[src/verilog/dor_pkg.sv]
// Shared constants and types of the descriptor outer-reload engine
package dor_pkg;
	// APB register offsets (byte addresses)
	localparam logic [7:0] REG_CTRL = 8'h00;
	localparam logic [7:0] REG_DESCRIPTOR_POINTER = 8'h04;
	localparam logic [7:0] REG_STAT = 8'h08;
	// Address bit that selects the descriptor/data memory window
	localparam int MEM_SEL_BIT = 8;
	localparam int MEM_AW      = 5;
	// Control register bits
	localparam int CTRL_TRIG = 0;
	// Status register bits
	localparam int STAT_BUSY    = 0;
	localparam int STAT_DONE    = 1;
	localparam int STAT_OPENERR = 2;
	localparam int STAT_REFUSED = 3;
	localparam int STAT_REBUILD = 4;
	// Control word fields
	localparam int DV_LO   = 0;
	localparam int ST_LO   = 2;
	localparam int MODE_B  = 4;
	localparam int ORL_LO  = 5;
	localparam int SAC_LO  = 8;
	localparam int DAC_LO  = 11;
	// Count word fields
	localparam int IRM_LO  = 0;
	localparam int IIN_LO  = 8;
	localparam int ORM_LO  = 16;
	// Descriptor word indices
	localparam logic [2:0] W_CTRL   = 3'h0;
	localparam logic [2:0] W_CNT    = 3'h1;
	localparam logic [2:0] W_SRC    = 3'h2;
	localparam logic [2:0] W_DST    = 3'h3;
	localparam logic [2:0] W_BACKUP = 3'h4;
	localparam logic [2:0] MAND_WORDS = 3'h4;
	localparam int MAX_WORDS = 7;
	// State field codes
	localparam logic [1:0] ST_FRESH   = 2'h0;
	localparam logic [1:0] ST_RUN     = 2'h1;
	localparam logic [1:0] ST_CLEAN   = 2'h2;
	localparam logic [1:0] ST_REBUILD = 2'h3;
	// Remaining counts left behind when the counter is not reloaded
	localparam logic [15:0] ORM_END = 16'h0001;
	localparam logic [7:0]  IRM_END = 8'h01;
	// Reset values
	localparam logic [MEM_AW-1:0] RST_DESCRIPTOR_POINTER = 5'h00;

	typedef enum logic [2:0] {
		DOR_IDLE = 3'h0,
		DOR_RD   = 3'h1,
		DOR_RDW  = 3'h2,
		DOR_OPEN = 3'h3,
		DOR_XRD  = 3'h4,
		DOR_XWR  = 3'h5,
		DOR_WB   = 3'h6
	} dor_state_t;
endpackage

[src/verilog/dor_mem_if.sv]
// Port between the engine and its descriptor/data memory
`timescale 1ns/100ps
interface dor_mem_if;
	logic                     en;
	logic                     we;
	logic [dor_pkg::MEM_AW-1:0] addr;
	logic [31:0]              wdata;
	logic [31:0]              rdata;
	modport master (output en, output we, output addr, output wdata,
		input rdata);
	modport mem (input en, input we, input addr, input wdata,
		output rdata);
endinterface

[src/verilog/dor_mem.sv]
// Small word memory holding descriptors and transfer data
`timescale 1ns/100ps
module dor_mem (
	input  wire logic pclk,
	input  wire logic presetn,
	dor_mem_if.mem    port
);
	localparam int DEPTH = 2 ** dor_pkg::MEM_AW;

	typedef struct packed {
		logic [DEPTH-1:0][31:0] m;
		logic [31:0]            rd;
	} dor_mem_st_t;

	dor_mem_st_t r;
	dor_mem_st_t next_r;

	always_comb begin
		next_r = r;
		if (port.en && port.we) begin
			next_r.m[port.addr] = port.wdata;
		end
		if (port.en) begin
			next_r.rd = r.m[port.addr];
		end
	end

	always_ff @(posedge pclk or negedge presetn) begin
		if (!presetn) begin
			r <= '0;
		end else begin
			r <= next_r;
		end
	end

	assign port.rdata = r.rd;
endmodule

[src/verilog/dor_addr_unit.sv]
// Address step and per-trigger open address for one address channel
`timescale 1ns/100ps
module dor_addr_unit (
	input  wire logic [31:0] base,
	input  wire logic [2:0]  code,
	input  wire logic [7:0]  inner_initial_count,
	input  wire logic [7:0]  inner_remaining_count,
	output logic      [31:0] step,
	output logic      [31:0] open_addr
);
	logic [7:0] done_cnt;

	always_comb begin
		case (code)
			3'h0, 3'h1: step = 32'h0000_0004;
			3'h2, 3'h3: step = 32'h0000_0008;
			3'h4:       step = 32'h0000_0010;
			3'h5:       step = 32'h0000_0000;
			default:    step = 32'hffff_fffc;
		endcase
	end

	// With inner reload the word keeps the start; the position within
	// the inner loop is rebuilt from how far the inner count has run
	assign done_cnt  = 8'(inner_initial_count - inner_remaining_count);
	assign open_addr = code[0] ? 32'(base + 32'(done_cnt) * step) : base;
endmodule

[src/verilog/dor_top.sv]
// Descriptor engine with outer reload, APB registers and local memory
//
// Design decisions made here: register access over APB and the register addresses.
`timescale 1ns/100ps
module dor_top (
	input  wire logic        pclk,
	input  wire logic        presetn,
	input  wire logic        psel,
	input  wire logic        penable,
	input  wire logic        pwrite,
	input  wire logic [11:0] paddr,
	input  wire logic [31:0] pwdata,
	output logic      [31:0] prdata,
	output logic             pready,
	output logic             pslverr
);
	typedef struct packed {
		dor_pkg::dor_state_t        state;
		logic [2:0]                 idx;
		logic [6:0][31:0]           w;
		logic [31:0]                src;
		logic [31:0]                dst;
		logic [15:0]                outer_remaining_count;
		logic [7:0]                 inner_remaining_count;
		logic                       fin;
		logic                       multi;
		logic [dor_pkg::MEM_AW-1:0] descriptor_pointer;
		logic                       done;
		logic                       open_err;
		logic                       refused;
		logic                       rebuild;
		logic                       mphase;
		logic                       pready;
		logic                       pslverr;
		logic [31:0]                prdata;
	} dor_st_t;

	dor_st_t r;
	dor_st_t next_r;

	dor_mem_if mem ();

	dor_mem u_mem (
		.pclk    (pclk),
		.presetn (presetn),
		.port    (mem.mem)
	);

	// Descriptor length from the selector bits
	function automatic logic [2:0] desc_size(input logic [2:0] outer_reload_select);
		desc_size = 3'(dor_pkg::MAND_WORDS + {2'b0, outer_reload_select[0]}
			+ {2'b0, outer_reload_select[1]} + {2'b0, outer_reload_select[2]});
	endfunction

	// Slot of backup word sel (0 count, 1 source, 2 dest); absent
	// words take no slot so later ones move down
	function automatic logic [2:0] bk_slot(input logic [2:0] outer_reload_select,
		input logic [1:0] sel);
		bk_slot = dor_pkg::W_BACKUP;
		if (sel != 2'h0) begin
			bk_slot = 3'(bk_slot + {2'b0, outer_reload_select[0]});
		end
		if (sel == 2'h2) begin
			bk_slot = 3'(bk_slot + {2'b0, outer_reload_select[1]});
		end
	endfunction

	logic [31:0] w0;
	logic [31:0] w1;
	logic [2:0]  outer_reload_select;
	logic        mode1;
	logic [2:0]  source_update_code;
	logic [2:0]  dac;
	logic [7:0]  inner_initial_count;
	logic [31:0] s_step;
	logic [31:0] d_step;
	logic [31:0] s_open;
	logic [31:0] d_open;
	logic [31:0] wb0;
	logic [31:0] wb1;
	logic [31:0] wb2;
	logic [31:0] wb3;
	logic        need;
	logic        acc;
	logic        fin_edge;
	logic        mem_hit;
	logic [7:0]  reg_off;
	logic [31:0] reg_rd;
	logic        reg_bad;

	assign w0    = r.w[dor_pkg::W_CTRL];
	assign w1    = r.w[dor_pkg::W_CNT];
	assign outer_reload_select   = w0[dor_pkg::ORL_LO +: 3];
	assign mode1 = w0[dor_pkg::MODE_B];
	assign source_update_code   = w0[dor_pkg::SAC_LO +: 3];
	assign dac   = w0[dor_pkg::DAC_LO +: 3];
	assign inner_initial_count   = w1[dor_pkg::IIN_LO +: 8];

	dor_addr_unit u_src (
		.base      (r.w[dor_pkg::W_SRC]),
		.code      (source_update_code),
		.inner_initial_count       (inner_initial_count),
		.inner_remaining_count       (w1[dor_pkg::IRM_LO +: 8]),
		.step      (s_step),
		.open_addr (s_open)
	);

	dor_addr_unit u_dst (
		.base      (r.w[dor_pkg::W_DST]),
		.code      (dac),
		.inner_initial_count       (inner_initial_count),
		.inner_remaining_count       (w1[dor_pkg::IRM_LO +: 8]),
		.step      (d_step),
		.open_addr (d_open)
	);

	// Values written back at the end of each trigger
	always_comb begin
		if (r.fin && outer_reload_select[0]) begin
			wb1 = r.w[bk_slot(outer_reload_select, 2'h0)];
		end else if (r.fin) begin
			wb1 = {dor_pkg::ORM_END, inner_initial_count, dor_pkg::IRM_END};
		end else begin
			wb1 = {r.outer_remaining_count, inner_initial_count, r.inner_remaining_count};
		end
		if (r.fin && outer_reload_select[1]) begin
			wb2 = r.w[bk_slot(outer_reload_select, 2'h1)];
		end else if (!r.fin && !source_update_code[0]) begin
			wb2 = r.src;
		end else begin
			// Final trigger opened at the last outer start or last
			// used address, so the opening value is what stays
			wb2 = r.w[dor_pkg::W_SRC];
		end
		if (r.fin && outer_reload_select[2]) begin
			wb3 = r.w[bk_slot(outer_reload_select, 2'h2)];
		end else if (!r.fin && !dac[0]) begin
			wb3 = r.dst;
		end else begin
			wb3 = r.w[dor_pkg::W_DST];
		end
		need = (!outer_reload_select[0] && (r.multi || wb1 != w1))
			|| (!outer_reload_select[1] && !source_update_code[0] && r.multi)
			|| (!outer_reload_select[2] && !dac[0] && r.multi);
		wb0 = w0;
		if (!r.fin) begin
			wb0[dor_pkg::ST_LO +: 2] = dor_pkg::ST_RUN;
		end else if (need) begin
			wb0[dor_pkg::ST_LO +: 2] = dor_pkg::ST_REBUILD;
		end else begin
			wb0[dor_pkg::ST_LO +: 2] = dor_pkg::ST_CLEAN;
		end
	end

	assign reg_off = paddr[7:0];
	assign mem_hit = paddr[dor_pkg::MEM_SEL_BIT];

	always_comb begin
		reg_bad = 1'b0;
		case (reg_off)
			dor_pkg::REG_CTRL: reg_rd = '0;
			dor_pkg::REG_DESCRIPTOR_POINTER: reg_rd = 32'({r.descriptor_pointer, 2'b00});
			dor_pkg::REG_STAT: reg_rd = {27'h0, r.rebuild, r.refused,
				r.open_err, r.done, r.state != dor_pkg::DOR_IDLE};
			default: begin
				reg_rd  = '0;
				reg_bad = 1'b1;
			end
		endcase
	end

	always_comb begin
		next_r      = r;
		mem.en      = 1'b0;
		mem.we      = 1'b0;
		mem.addr    = 5'(r.descriptor_pointer + {2'b00, r.idx});
		mem.wdata   = '0;
		acc         = psel && penable && !r.pready;
		fin_edge    = psel && penable && r.pready && pwrite;
		next_r.pready  = 1'b0;
		next_r.pslverr = 1'b0;

		// Register side answers one cycle after the access phase opens;
		// memory waits for the engine to be idle
		if (acc && !mem_hit) begin
			// Read data holds across writes until the next read answer
			next_r.pready  = 1'b1;
			next_r.prdata  = pwrite ? r.prdata : reg_rd;
			next_r.pslverr = reg_bad;
		end else if (acc && r.state == dor_pkg::DOR_IDLE) begin
			if (!pwrite && !r.mphase) begin
				mem.en        = 1'b1;
				mem.addr      = paddr[dor_pkg::MEM_AW+1:2];
				next_r.mphase = 1'b1;
			end else begin
				next_r.pready = 1'b1;
				next_r.mphase = 1'b0;
				next_r.prdata = pwrite ? r.prdata : mem.rdata;
			end
		end

		// Writes land on the completing edge; clears come before the
		// engine below so a same-cycle set wins
		if (fin_edge && mem_hit) begin
			mem.en    = 1'b1;
			mem.we    = 1'b1;
			mem.addr  = paddr[dor_pkg::MEM_AW+1:2];
			mem.wdata = pwdata;
		end else if (fin_edge) begin
			case (reg_off)
				dor_pkg::REG_CTRL: begin
					if (pwdata[dor_pkg::CTRL_TRIG]) begin
						if (r.state == dor_pkg::DOR_IDLE) begin
							next_r.state = dor_pkg::DOR_RD;
							next_r.idx   = '0;
						end else begin
							next_r.refused = 1'b1;
						end
					end
				end
				dor_pkg::REG_DESCRIPTOR_POINTER: begin
					next_r.descriptor_pointer = pwdata[dor_pkg::MEM_AW+1:2];
				end
				dor_pkg::REG_STAT: begin
					if (pwdata[dor_pkg::STAT_DONE]) next_r.done = 1'b0;
					if (pwdata[dor_pkg::STAT_OPENERR]) next_r.open_err = 1'b0;
					if (pwdata[dor_pkg::STAT_REFUSED]) next_r.refused = 1'b0;
					if (pwdata[dor_pkg::STAT_REBUILD]) next_r.rebuild = 1'b0;
				end
				default: begin
				end
			endcase
		end

		case (r.state)
			dor_pkg::DOR_IDLE: begin
			end
			dor_pkg::DOR_RD: begin
				mem.en       = 1'b1;
				next_r.state = dor_pkg::DOR_RDW;
			end
			dor_pkg::DOR_RDW: begin
				next_r.w[r.idx] = mem.rdata;
				next_r.idx      = 3'(r.idx + 3'h1);
				if (3'(r.idx + 3'h1) == desc_size((r.idx == '0) ?
					mem.rdata[dor_pkg::ORL_LO +: 3] : outer_reload_select)) begin
					next_r.state = dor_pkg::DOR_OPEN;
				end else begin
					next_r.state = dor_pkg::DOR_RD;
				end
			end
			dor_pkg::DOR_OPEN: begin
				next_r.state = dor_pkg::DOR_IDLE;
				if (w0[dor_pkg::DV_LO +: 2] == 2'b00) begin
					next_r.refused = 1'b1;
				end else if (w0[dor_pkg::DV_LO + 1] && w0[dor_pkg::ST_LO +: 2]
					== dor_pkg::ST_REBUILD) begin
					next_r.open_err = 1'b1;
				end else begin
					next_r.state = dor_pkg::DOR_XRD;
					next_r.src   = s_open;
					next_r.dst   = d_open;
					next_r.outer_remaining_count   = w1[dor_pkg::ORM_LO +: 16];
					next_r.inner_remaining_count   = mode1 ? w1[dor_pkg::IRM_LO +: 8] : inner_initial_count;
					next_r.fin   = 1'b0;
					next_r.multi = w0[dor_pkg::ST_LO +: 2] == dor_pkg::ST_RUN;
				end
			end
			dor_pkg::DOR_XRD: begin
				mem.en       = 1'b1;
				mem.addr     = r.src[dor_pkg::MEM_AW+1:2];
				next_r.state = dor_pkg::DOR_XWR;
			end
			dor_pkg::DOR_XWR: begin
				mem.en       = 1'b1;
				mem.we       = 1'b1;
				mem.addr     = r.dst[dor_pkg::MEM_AW+1:2];
				mem.wdata    = mem.rdata;
				next_r.src   = 32'(r.src + s_step);
				next_r.dst   = 32'(r.dst + d_step);
				next_r.idx   = '0;
				next_r.state = mode1 ? dor_pkg::DOR_WB : dor_pkg::DOR_XRD;
				if (r.inner_remaining_count != 8'h01) begin
					next_r.inner_remaining_count = 8'(r.inner_remaining_count - 8'h01);
				end else if (r.outer_remaining_count == dor_pkg::ORM_END) begin
					// Sequence complete: counts stay at one
					next_r.fin   = 1'b1;
					next_r.state = dor_pkg::DOR_WB;
				end else begin
					next_r.outer_remaining_count   = 16'(r.outer_remaining_count - 16'h0001);
					next_r.inner_remaining_count   = inner_initial_count;
					next_r.state = dor_pkg::DOR_WB;
					if (source_update_code[0]) next_r.src = r.w[dor_pkg::W_SRC];
					if (dac[0]) next_r.dst = r.w[dor_pkg::W_DST];
				end
			end
			dor_pkg::DOR_WB: begin
				// Only words 0..3 are written; backups are left alone
				mem.en     = 1'b1;
				mem.we     = 1'b1;
				next_r.idx = 3'(r.idx + 3'h1);
				case (r.idx)
					dor_pkg::W_CTRL: mem.wdata = wb0;
					dor_pkg::W_CNT:  mem.wdata = wb1;
					dor_pkg::W_SRC:  mem.wdata = wb2;
					default:         mem.wdata = wb3;
				endcase
				if (r.idx == dor_pkg::W_DST) begin
					next_r.state = dor_pkg::DOR_IDLE;
					next_r.done  = 1'b1;
					if (r.fin && need) next_r.rebuild = 1'b1;
				end
			end
			default: begin
				next_r.state = dor_pkg::DOR_IDLE;
			end
		endcase
	end

	always_ff @(posedge pclk or negedge presetn) begin
		if (!presetn) begin
			r       <= '0;
			r.state <= dor_pkg::DOR_IDLE;
			r.descriptor_pointer  <= dor_pkg::RST_DESCRIPTOR_POINTER;
		end else begin
			r <= next_r;
		end
	end

	assign prdata  = r.prdata;
	assign pready  = r.pready;
	assign pslverr = r.pslverr;
endmodule

[config.mk]
export PLATFORM = sky130hd
export DESIGN_NAME = dor_top
export DESIGN_NICKNAME = d
export VERILOG_FILES = /design/src/verilog/dor_pkg.sv /design/src/verilog/dor_mem_if.sv /design/src/verilog/dor_mem.sv /design/src/verilog/dor_addr_unit.sv /design/src/verilog/dor_top.sv
export SDC_FILE = /design/constraint.sdc
export NUM_CORES = 2
export LEC_CHECK = 0
export ABC_AREA = 1
export BUFFER_PORTS_ARGS = -buffer_cell sky130_fd_sc_hd__buf_2
export CAP_MARGIN = 40
export CORE_MARGIN = 1.5
export CORE_UTILIZATION = 53
export CTS_CLUSTER_DIAMETER = 60
export DETAILED_ROUTE_END_ITERATION = 12
export MAX_ROUTING_LAYER = met4
export PLACE_DENSITY = 0.76
export SYNTH_ARGS = -nofsm -noshare
export SYNTH_HDL_FRONTEND = slang
export SYNTH_HIERARCHICAL = 1
export SYNTH_SLANG_ARGS = --single-unit
[constraint.sdc]
create_clock -name pclk -period 7.2 [get_ports pclk]
set_input_delay 0.36 -clock pclk [delete_from_list [all_inputs] [get_ports pclk]]
set_output_delay 0.36 -clock pclk [all_outputs]
set_load 0.005 [all_outputs]
# ---- After elaboration in Yosys (flattened, before gate mapping)
# Index checks and enable logic that the tools add are counted.
dict set report word_totals {
  elab_cells 284
  out_inout_bits 34
  ff_bits 1420
}
dict set report op_classes {
  muxes 98
  eq_ne 37
  reduce_logical 66
  n_mul 2
  magnitude_cmp 6
  bitwise_logic 4
  add_sub_neg 14
}
# op count
set op_table {}
lappend op_table {{1024-bit bitwise mux} 1}
lappend op_table {{32-bit two-way mux} 21}
lappend op_table {{32-bit one-hot mux with 4 select lines} 2}
lappend op_table {{224-bit bitwise mux} 1}
lappend op_table {{32-bit binary-select mux with 3-bit select} 2}
lappend op_table {{90-bit two-way mux} 2}
lappend op_table {{89-bit one-hot mux with 2 select lines} 1}
lappend op_table {{32-bit binary-select mux with 5-bit select} 1}
lappend op_table {{32-bit demux with 5-bit select} 1}
lappend op_table {{32-bit adder} 4}
lappend op_table {{32-bit demux with 3-bit select} 1}
lappend op_table {{32-bit one-hot mux with 3 select lines} 1}
lappend op_table {{88-bit two-way mux} 1}
lappend op_table {{80-bit two-way mux} 1}
lappend op_table {{8-bit by 32-bit multiplier with 32-bit output} 2}
lappend op_table {{32-bit one-hot mux with 2 select lines} 1}
lappend op_table {{32-bit inequality test} 1}
lappend op_table {{1-bit two-way mux} 30}
lappend op_table {{6-bit two-way mux} 5}
lappend op_table {{3-bit by 2-bit == test with 1-bit output, second input constant} 8}
lappend op_table {{1-bit logical AND} 23}
lappend op_table {{3-bit == test, second input constant} 7}
lappend op_table {{3-bit two-way mux} 7}
lappend op_table {{3-bit one-hot mux with 7 select lines} 1}
lappend op_table {{45 further kinds} 102}

# ---- Depth between registers and ports, before layout
dict set report logic_depth {
  ltp_word 12
  ltp_mapped 35
  depth_no_buf 34
}

# ---- Hierarchy
# The synthesis kept the hierarchy.
# module cells_each n_inst area_each_um2
set modules_own_cells {}
lappend modules_own_cells {dor_mem 6475 1 48649.2}
lappend modules_own_cells {dor_top 3498 1 24642.4}
lappend modules_own_cells {{dor_addr_unit (u_src)} 941 1 6277.3}
lappend modules_own_cells {{dor_addr_unit (u_dst)} 940 1 6256.0}

# ---- Least setup slack after synthesis
# No wires, ideal clock.
dict set report synth_path {
  kind {register to register}
  start {register r, in the netlist w0[9]}
  end {register, netlist name r[114]}
  slack_ps 933
  arrival_time_ps 6140
  required_ps 7073
  path_buffers 0
  synth_period_minus_slack_ps 6267
  path_stages_with_launch 22
  setup_ps 127
  path_cell_list {dfrtp_1 > ha_1 > inv_1 > nor2_1 > fa_1 > inv_1 > fa_1 > inv_1 > fa_1 > inv_1 > fa_1 > inv_1 > ha_1 > nand2_2 > inv_1 > a21oi_1 > nand2_2 > or2_2 > nand3_1 > o21ai_0 > a21oi_1 > a21oi_1}
}
# item line_no
set synth_lines {}
lappend synth_lines {{start, declared} dor_top.sv:38} ;# dor_st_t r;
lappend synth_lines {{start signal, assigned} dor_top.sv:326} ;# r <= next_r;

==> impl_results.html <==
<table>
<tr><th>Metric</th><th>Value</th></tr>
<tr><th colspan="2">Run status</th></tr>
<tr><td>Run status</td><td>completed</td></tr>
<tr><th colspan="2">Power and ir drop</th></tr>
<tr><td>Register share of total power</td><td>0.470</td></tr>
<tr><td>Power per cell area</td><td>~190 nW/um2</td></tr>
<tr><td>Clock network fraction of total power</td><td>0.478</td></tr>
<tr><td>Proportion of total power due to net switching</td><td>0.256</td></tr>
<tr><td>Sw power</td><td>between 4000 and 5000 uW</td></tr>
<tr><td>Design internal power</td><td>approximately 13000 uW</td></tr>
<tr><td>Leakage power summed over all cells</td><td>0.0473 uW</td></tr>
<tr><td>Peak ir drop on the vdd network</td><td>0.249 mV</td></tr>
<tr><td>Combinational fraction of design power</td><td>0.053</td></tr>
<tr><th colspan="2">Synth</th></tr>
<tr><td>Number of storage elements in the synthesis netlist</td><td>between 1000 and 1500</td></tr>
<tr><td>Post-synth EDFFs</td><td>0</td></tr>
<tr><td>Cell Area, Synth</td><td>85800 um2</td></tr>
<tr><td>Yosys Warn Count</td><td>6</td></tr>
<tr><td>Part of the Yosys area used for sequential elements</td><td>0.414</td></tr>
<tr><td>Distinct cell type count after synthesis</td><td>61</td></tr>
<tr><td>Post-synthesis area per instance</td><td>a little over 7 um2</td></tr>
<tr><td>Number of cells produced by synthesis</td><td>11854</td></tr>
<tr><td>Flip-flop cell with the highest count after synthesis</td><td>dfrtp_1</td></tr>
<tr><td>Proportion of synthesized flip-flops having asynchronous set or reset</td><td>1.00</td></tr>
<tr><th colspan="2">STA</th></tr>
<tr><td>Hold Worst Slack</td><td>0.0630 ns</td></tr>
<tr><td>Highest clock rate</td><td>0.151 GHz</td></tr>
<tr><td>Number of hold-slack violations in the final timing report</td><td>0</td></tr>
<tr><td>Setup repair after global routing missed its margin</td><td>false</td></tr>
<tr><td>Number of pins with negative max-slew slack in the final report</td><td>0</td></tr>
<tr><td>Share of the clock period used by the worst path</td><td>0.922</td></tr>
<tr><td>Slew of the pin with the lowest slew margin</td><td>1.08 ns</td></tr>
<tr><td>Final setup violation count</td><td>0</td></tr>
<tr><td>Max-Slew Margin vs Limit</td><td>0.282</td></tr>
<tr><td>Clk_skew</td><td>0.0532 ns</td></tr>
<tr><td>Crit path time final</td><td>between 6 and 7 ns</td></tr>
<tr><td>Setup total negative slack</td><td>0 ns</td></tr>
<tr><th colspan="2">Critical path</th></tr>
<tr><td>Category of the worst setup path capture point</td><td>flip-flop</td></tr>
<tr><td>Cell type of the slowest stage on the worst timing path</td><td>fa_2</td></tr>
<tr><td>Data required time of the worst path</td><td>7.87 ns</td></tr>
<tr><td>Cell count of the worst reg-to-reg path</td><td>31</td></tr>
<tr><td>Type of the worst setup path</td><td>reg2reg</td></tr>
<tr><td>Cell repeated most along the worst path</td><td>nand2_1</td></tr>
<tr><td>Type of element launching the critical path</td><td>flip-flop</td></tr>
<tr><td>Worst-path maximum fanout</td><td>16</td></tr>
<tr><td>Maximum cell stage delay along the critical path</td><td>~0.7 ns</td></tr>
<tr><td>Signal arrival time at the worst endpoint</td><td>7.31 ns</td></tr>
<tr><th colspan="2">Drt</th></tr>
<tr><td>Antenna violation net count after detailed routing</td><td>0</td></tr>
<tr><td># DRC</td><td>0</td></tr>
<tr><td>Router iterations before antenna repair</td><td>7</td></tr>
<tr><td>Sum of routed wire length over all layers</td><td>307000 um</td></tr>
<tr><td>Iter 0 DRT Violations</td><td>10099</td></tr>
<tr><td>Detailed-route wire length per cell</td><td>around 22 um</td></tr>
<tr><td>Avg Vias per Cell</td><td>5.81</td></tr>
<tr><td>Vias</td><td>80104</td></tr>
<tr><th colspan="2">Global routing</th></tr>
<tr><td>Maximum number of pins on one net before global-route repair</td><td>~190</td></tr>
<tr><td>Antenna violations before repair</td><td>5</td></tr>
<tr><td>Total global-route track usage</td><td>0.384</td></tr>
<tr><td>Number of global-route vias before repair</td><td>76256</td></tr>
<tr><td>Wire length of the first global-routing pass</td><td>466000 um</td></tr>
<tr><td>Total congestion overflow after global routing</td><td>0</td></tr>
<tr><th colspan="2">Final layout</th></tr>
<tr><td>P&amp;R area growth vs syn</td><td>8.48%</td></tr>
<tr><td>Leading cell types in the layout, fill and taps excluded</td><td>nand2_1 (4762), o21ai_0 (1419), dfrtp_1 (1419), inv_1 (911), nand3_1 (510)</td></tr>
<tr><td>Cell area after layout</td><td>93100 um2</td></tr>
<tr><td>Number of nets in the final layout</td><td>11938</td></tr>
<tr><td>Leading cell type in the layout, fill and taps excluded</td><td>nand2_1</td></tr>
<tr><td>Fraction of final layout cells with drive strength greater than 1</td><td>0.0644</td></tr>
<tr><td>Core occupancy in the finished layout</td><td>0.579</td></tr>
<tr><th colspan="2">Flow run</th></tr>
<tr><td>Number of maximum-capacitance violations</td><td>0</td></tr>
<tr><th colspan="2">Min path</th></tr>
<tr><td>Class of the most critical hold timing path</td><td>in2reg</td></tr>
<tr><td>Hold Path Cell Cnt</td><td>6</td></tr>
<tr><th colspan="2">Floorplan</th></tr>
<tr><td>Core area</td><td>161000 um2</td></tr>
<tr><td>Die span in x</td><td>405 um</td></tr>
<tr><td>Total I/O pin count</td><td>83</td></tr>
<tr><td>Number of core rows</td><td>147</td></tr>
<tr><td>Height of the chip</td><td>405 um</td></tr>
<tr><td>Die footprint</td><td>roughly 160000 um2</td></tr>
<tr><td>Starting density of the core</td><td>0.534</td></tr>
<tr><th colspan="2">Clock tree</th></tr>
<tr><td>CTS max path bufs</td><td>3</td></tr>
<tr><td>Root buffer selected by CTS</td><td>clkbuf_16</td></tr>
<tr><td>Number of H-tree levels</td><td>4</td></tr>
<tr><td>Post-CTS clock slew at the launch and capture registers of the worst setup and hold paths</td><td>0.06 ns</td></tr>
<tr><td>Insertion delay of the later-clocked pin in the worst-skew pair</td><td>0.84 ns</td></tr>
<tr><td>Clock Sinks</td><td>1420</td></tr>
<tr><td>Clock tree from TritonCTS</td><td>done</td></tr>
<tr><td>Cts bufs inserted</td><td>161</td></tr>
<tr><th colspan="2">Placement</th></tr>
<tr><td>Count of input and output buffers</td><td>79</td></tr>
<tr><td>Half-perimeter wire length of the detailed placement result</td><td>between 200000 and 250000 um</td></tr>
<tr><td>Area after DPL</td><td>87500 um2</td></tr>
<tr><td>Routability Congestion</td><td>about 1</td></tr>
</table>
sequential cells by signal, indices dropped and copies added, names as in the netlist:
register,count
prdata,32
pready,1
pslverr,1
r,266
u_mem/port.rdata,32
u_mem/r,1024
w0,32
w1,32
kinds of logic after synthesis:
logic type / Yosys count / synth area share
adders and majority gates: 383 / 0.0737
xor gates and xnor gates: 89 / 0.00908
DFF: 1420 / 0.414
AOI/OAI and AO/OA: 2165 / 0.136
buffers and inverters: 1751 / 0.0848
other: 2 / 0.0000875
and+or+nand+nor: 6044 / 0.283
stage by stage:
step / worst slack (ns) / total power, uW / std cells
3_3_place_gp: 0.555 / 9330 / 13457
6_report: 0.562 / 17700 / 13795
2_1_floorplan: 0.933 / 8820 / 11856
4_1_cts: 0.428 / 17700 / 13787
5_1_grt: 0.0573 / 18200 / 13794
3_5_place_dp: 0.493 / 9350 / 13486
worst max-delay path: cells and delay by family (launching register included):
family | cells | cell delay (ns)
simple gates | 13 | 1.71
xor+xnor | 1 | 0.16
compound gates | 4 | 0.57
fa+ha+maj | 7 | 2.97
flops | 1 | 0.48
buf+inv | 6 | 0.61
power by group through the flow:
stage | logic [uW] | clock network [uW] | registers, uW
6_report | 936 | 8460 | 8320
5_1_grt | 997 | 8870 | 8310
4_1_cts | 921 | 8530 | 8300
3_5_place_dp | 910 | 0 | 8440
3_3_place_gp | 893 | 0 | 8440
2_1_floorplan | 539 | 0 | 8290
synthesized netlist by cell type, types with 6 or more instances:
cell type | number | area [um2]
a21o_1 | 9 | 67.6
a21oi_1 | 351 | 1760
a21oi_2 | 8 | 70.1
a22oi_1 | 42 | 315
a31oi_1 | 15 | 93.8
and2_1 | 8 | 50.1
buf_1 | 19 | 71.3
buf_2 | 105 | 526
buf_4 | 139 | 1040
buf_6 | 7 | 78.8
clkbuf_1 | 537 | 2020
dfrtp_1 | 1420 | 35500
fa_1 | 204 | 4080
ha_1 | 179 | 2240
inv_1 | 911 | 3420
inv_2 | 31 | 116
nand2_1 | 4777 | 17900
nand2_2 | 47 | 294
nand3_1 | 510 | 2550
nand3b_1 | 10 | 75.1
nand4_1 | 55 | 344
nor2_1 | 478 | 1790
nor2_2 | 21 | 131
nor2_4 | 11 | 124
nor3_1 | 23 | 115
nor3_2 | 7 | 70.1
nor3_4 | 10 | 163
nor4_1 | 9 | 56.3
o211ai_1 | 93 | 698
o21ai_0 | 1419 | 7100
o21ai_1 | 100 | 500
o21bai_1 | 30 | 225
o221ai_1 | 51 | 447
o22ai_1 | 14 | 87.6
or2_0 | 6 | 37.5
or2_1 | 11 | 68.8
or2_2 | 46 | 288
xnor2_1 | 22 | 193
xor2_1 | 67 | 587
metal layers:
metal	track usage	vias to the layer above	wire length (um)
met5	-	-	0
met4	0.208	0	19300
met3	0.0828	961	30500
met2	0.576	4035	138000
met1	0.486	38293	120000
li1	-	36815	-
worst paths after layout:
check | startpoint | end | slack, ns
hold reg to reg | u_mem/r[824] | u_mem/r[824] | 0.48
setup / recovery | w1[8] | r[126] | 0.56
max in group asynchronous | presetn | u_mem/r[967] | 5.29
min in group asynchronous | presetn | r[114] | 0.12
hold / removal | paddr[2] | r[36] | 0.06
setup reg to reg | w1[8] | r[126] | 0.56
final cells by class:
class,instances,area (um2)
Antenna cell,7,17.5
Clock buffer,226,4560
Clock inverter,59,898
Fill cell,14960,67600
Inverter,944,3560
Multi-Input combinational cell,8685,43100
Sequential cell,1420,35500
Tap cell,2160,2700
Timing Repair Buffer,294,2690
repair_timing:
item | in CTS | in global routing
hold buffers | 16 | 0
endpoints found under the hold margin | 118 | 0
gates resized for setup | 0 | 3
endpoints found under the setup margin | 0 | 12
setup buffers | 0 | 0
No activity file was read; power rests on OpenSTA's default activity.
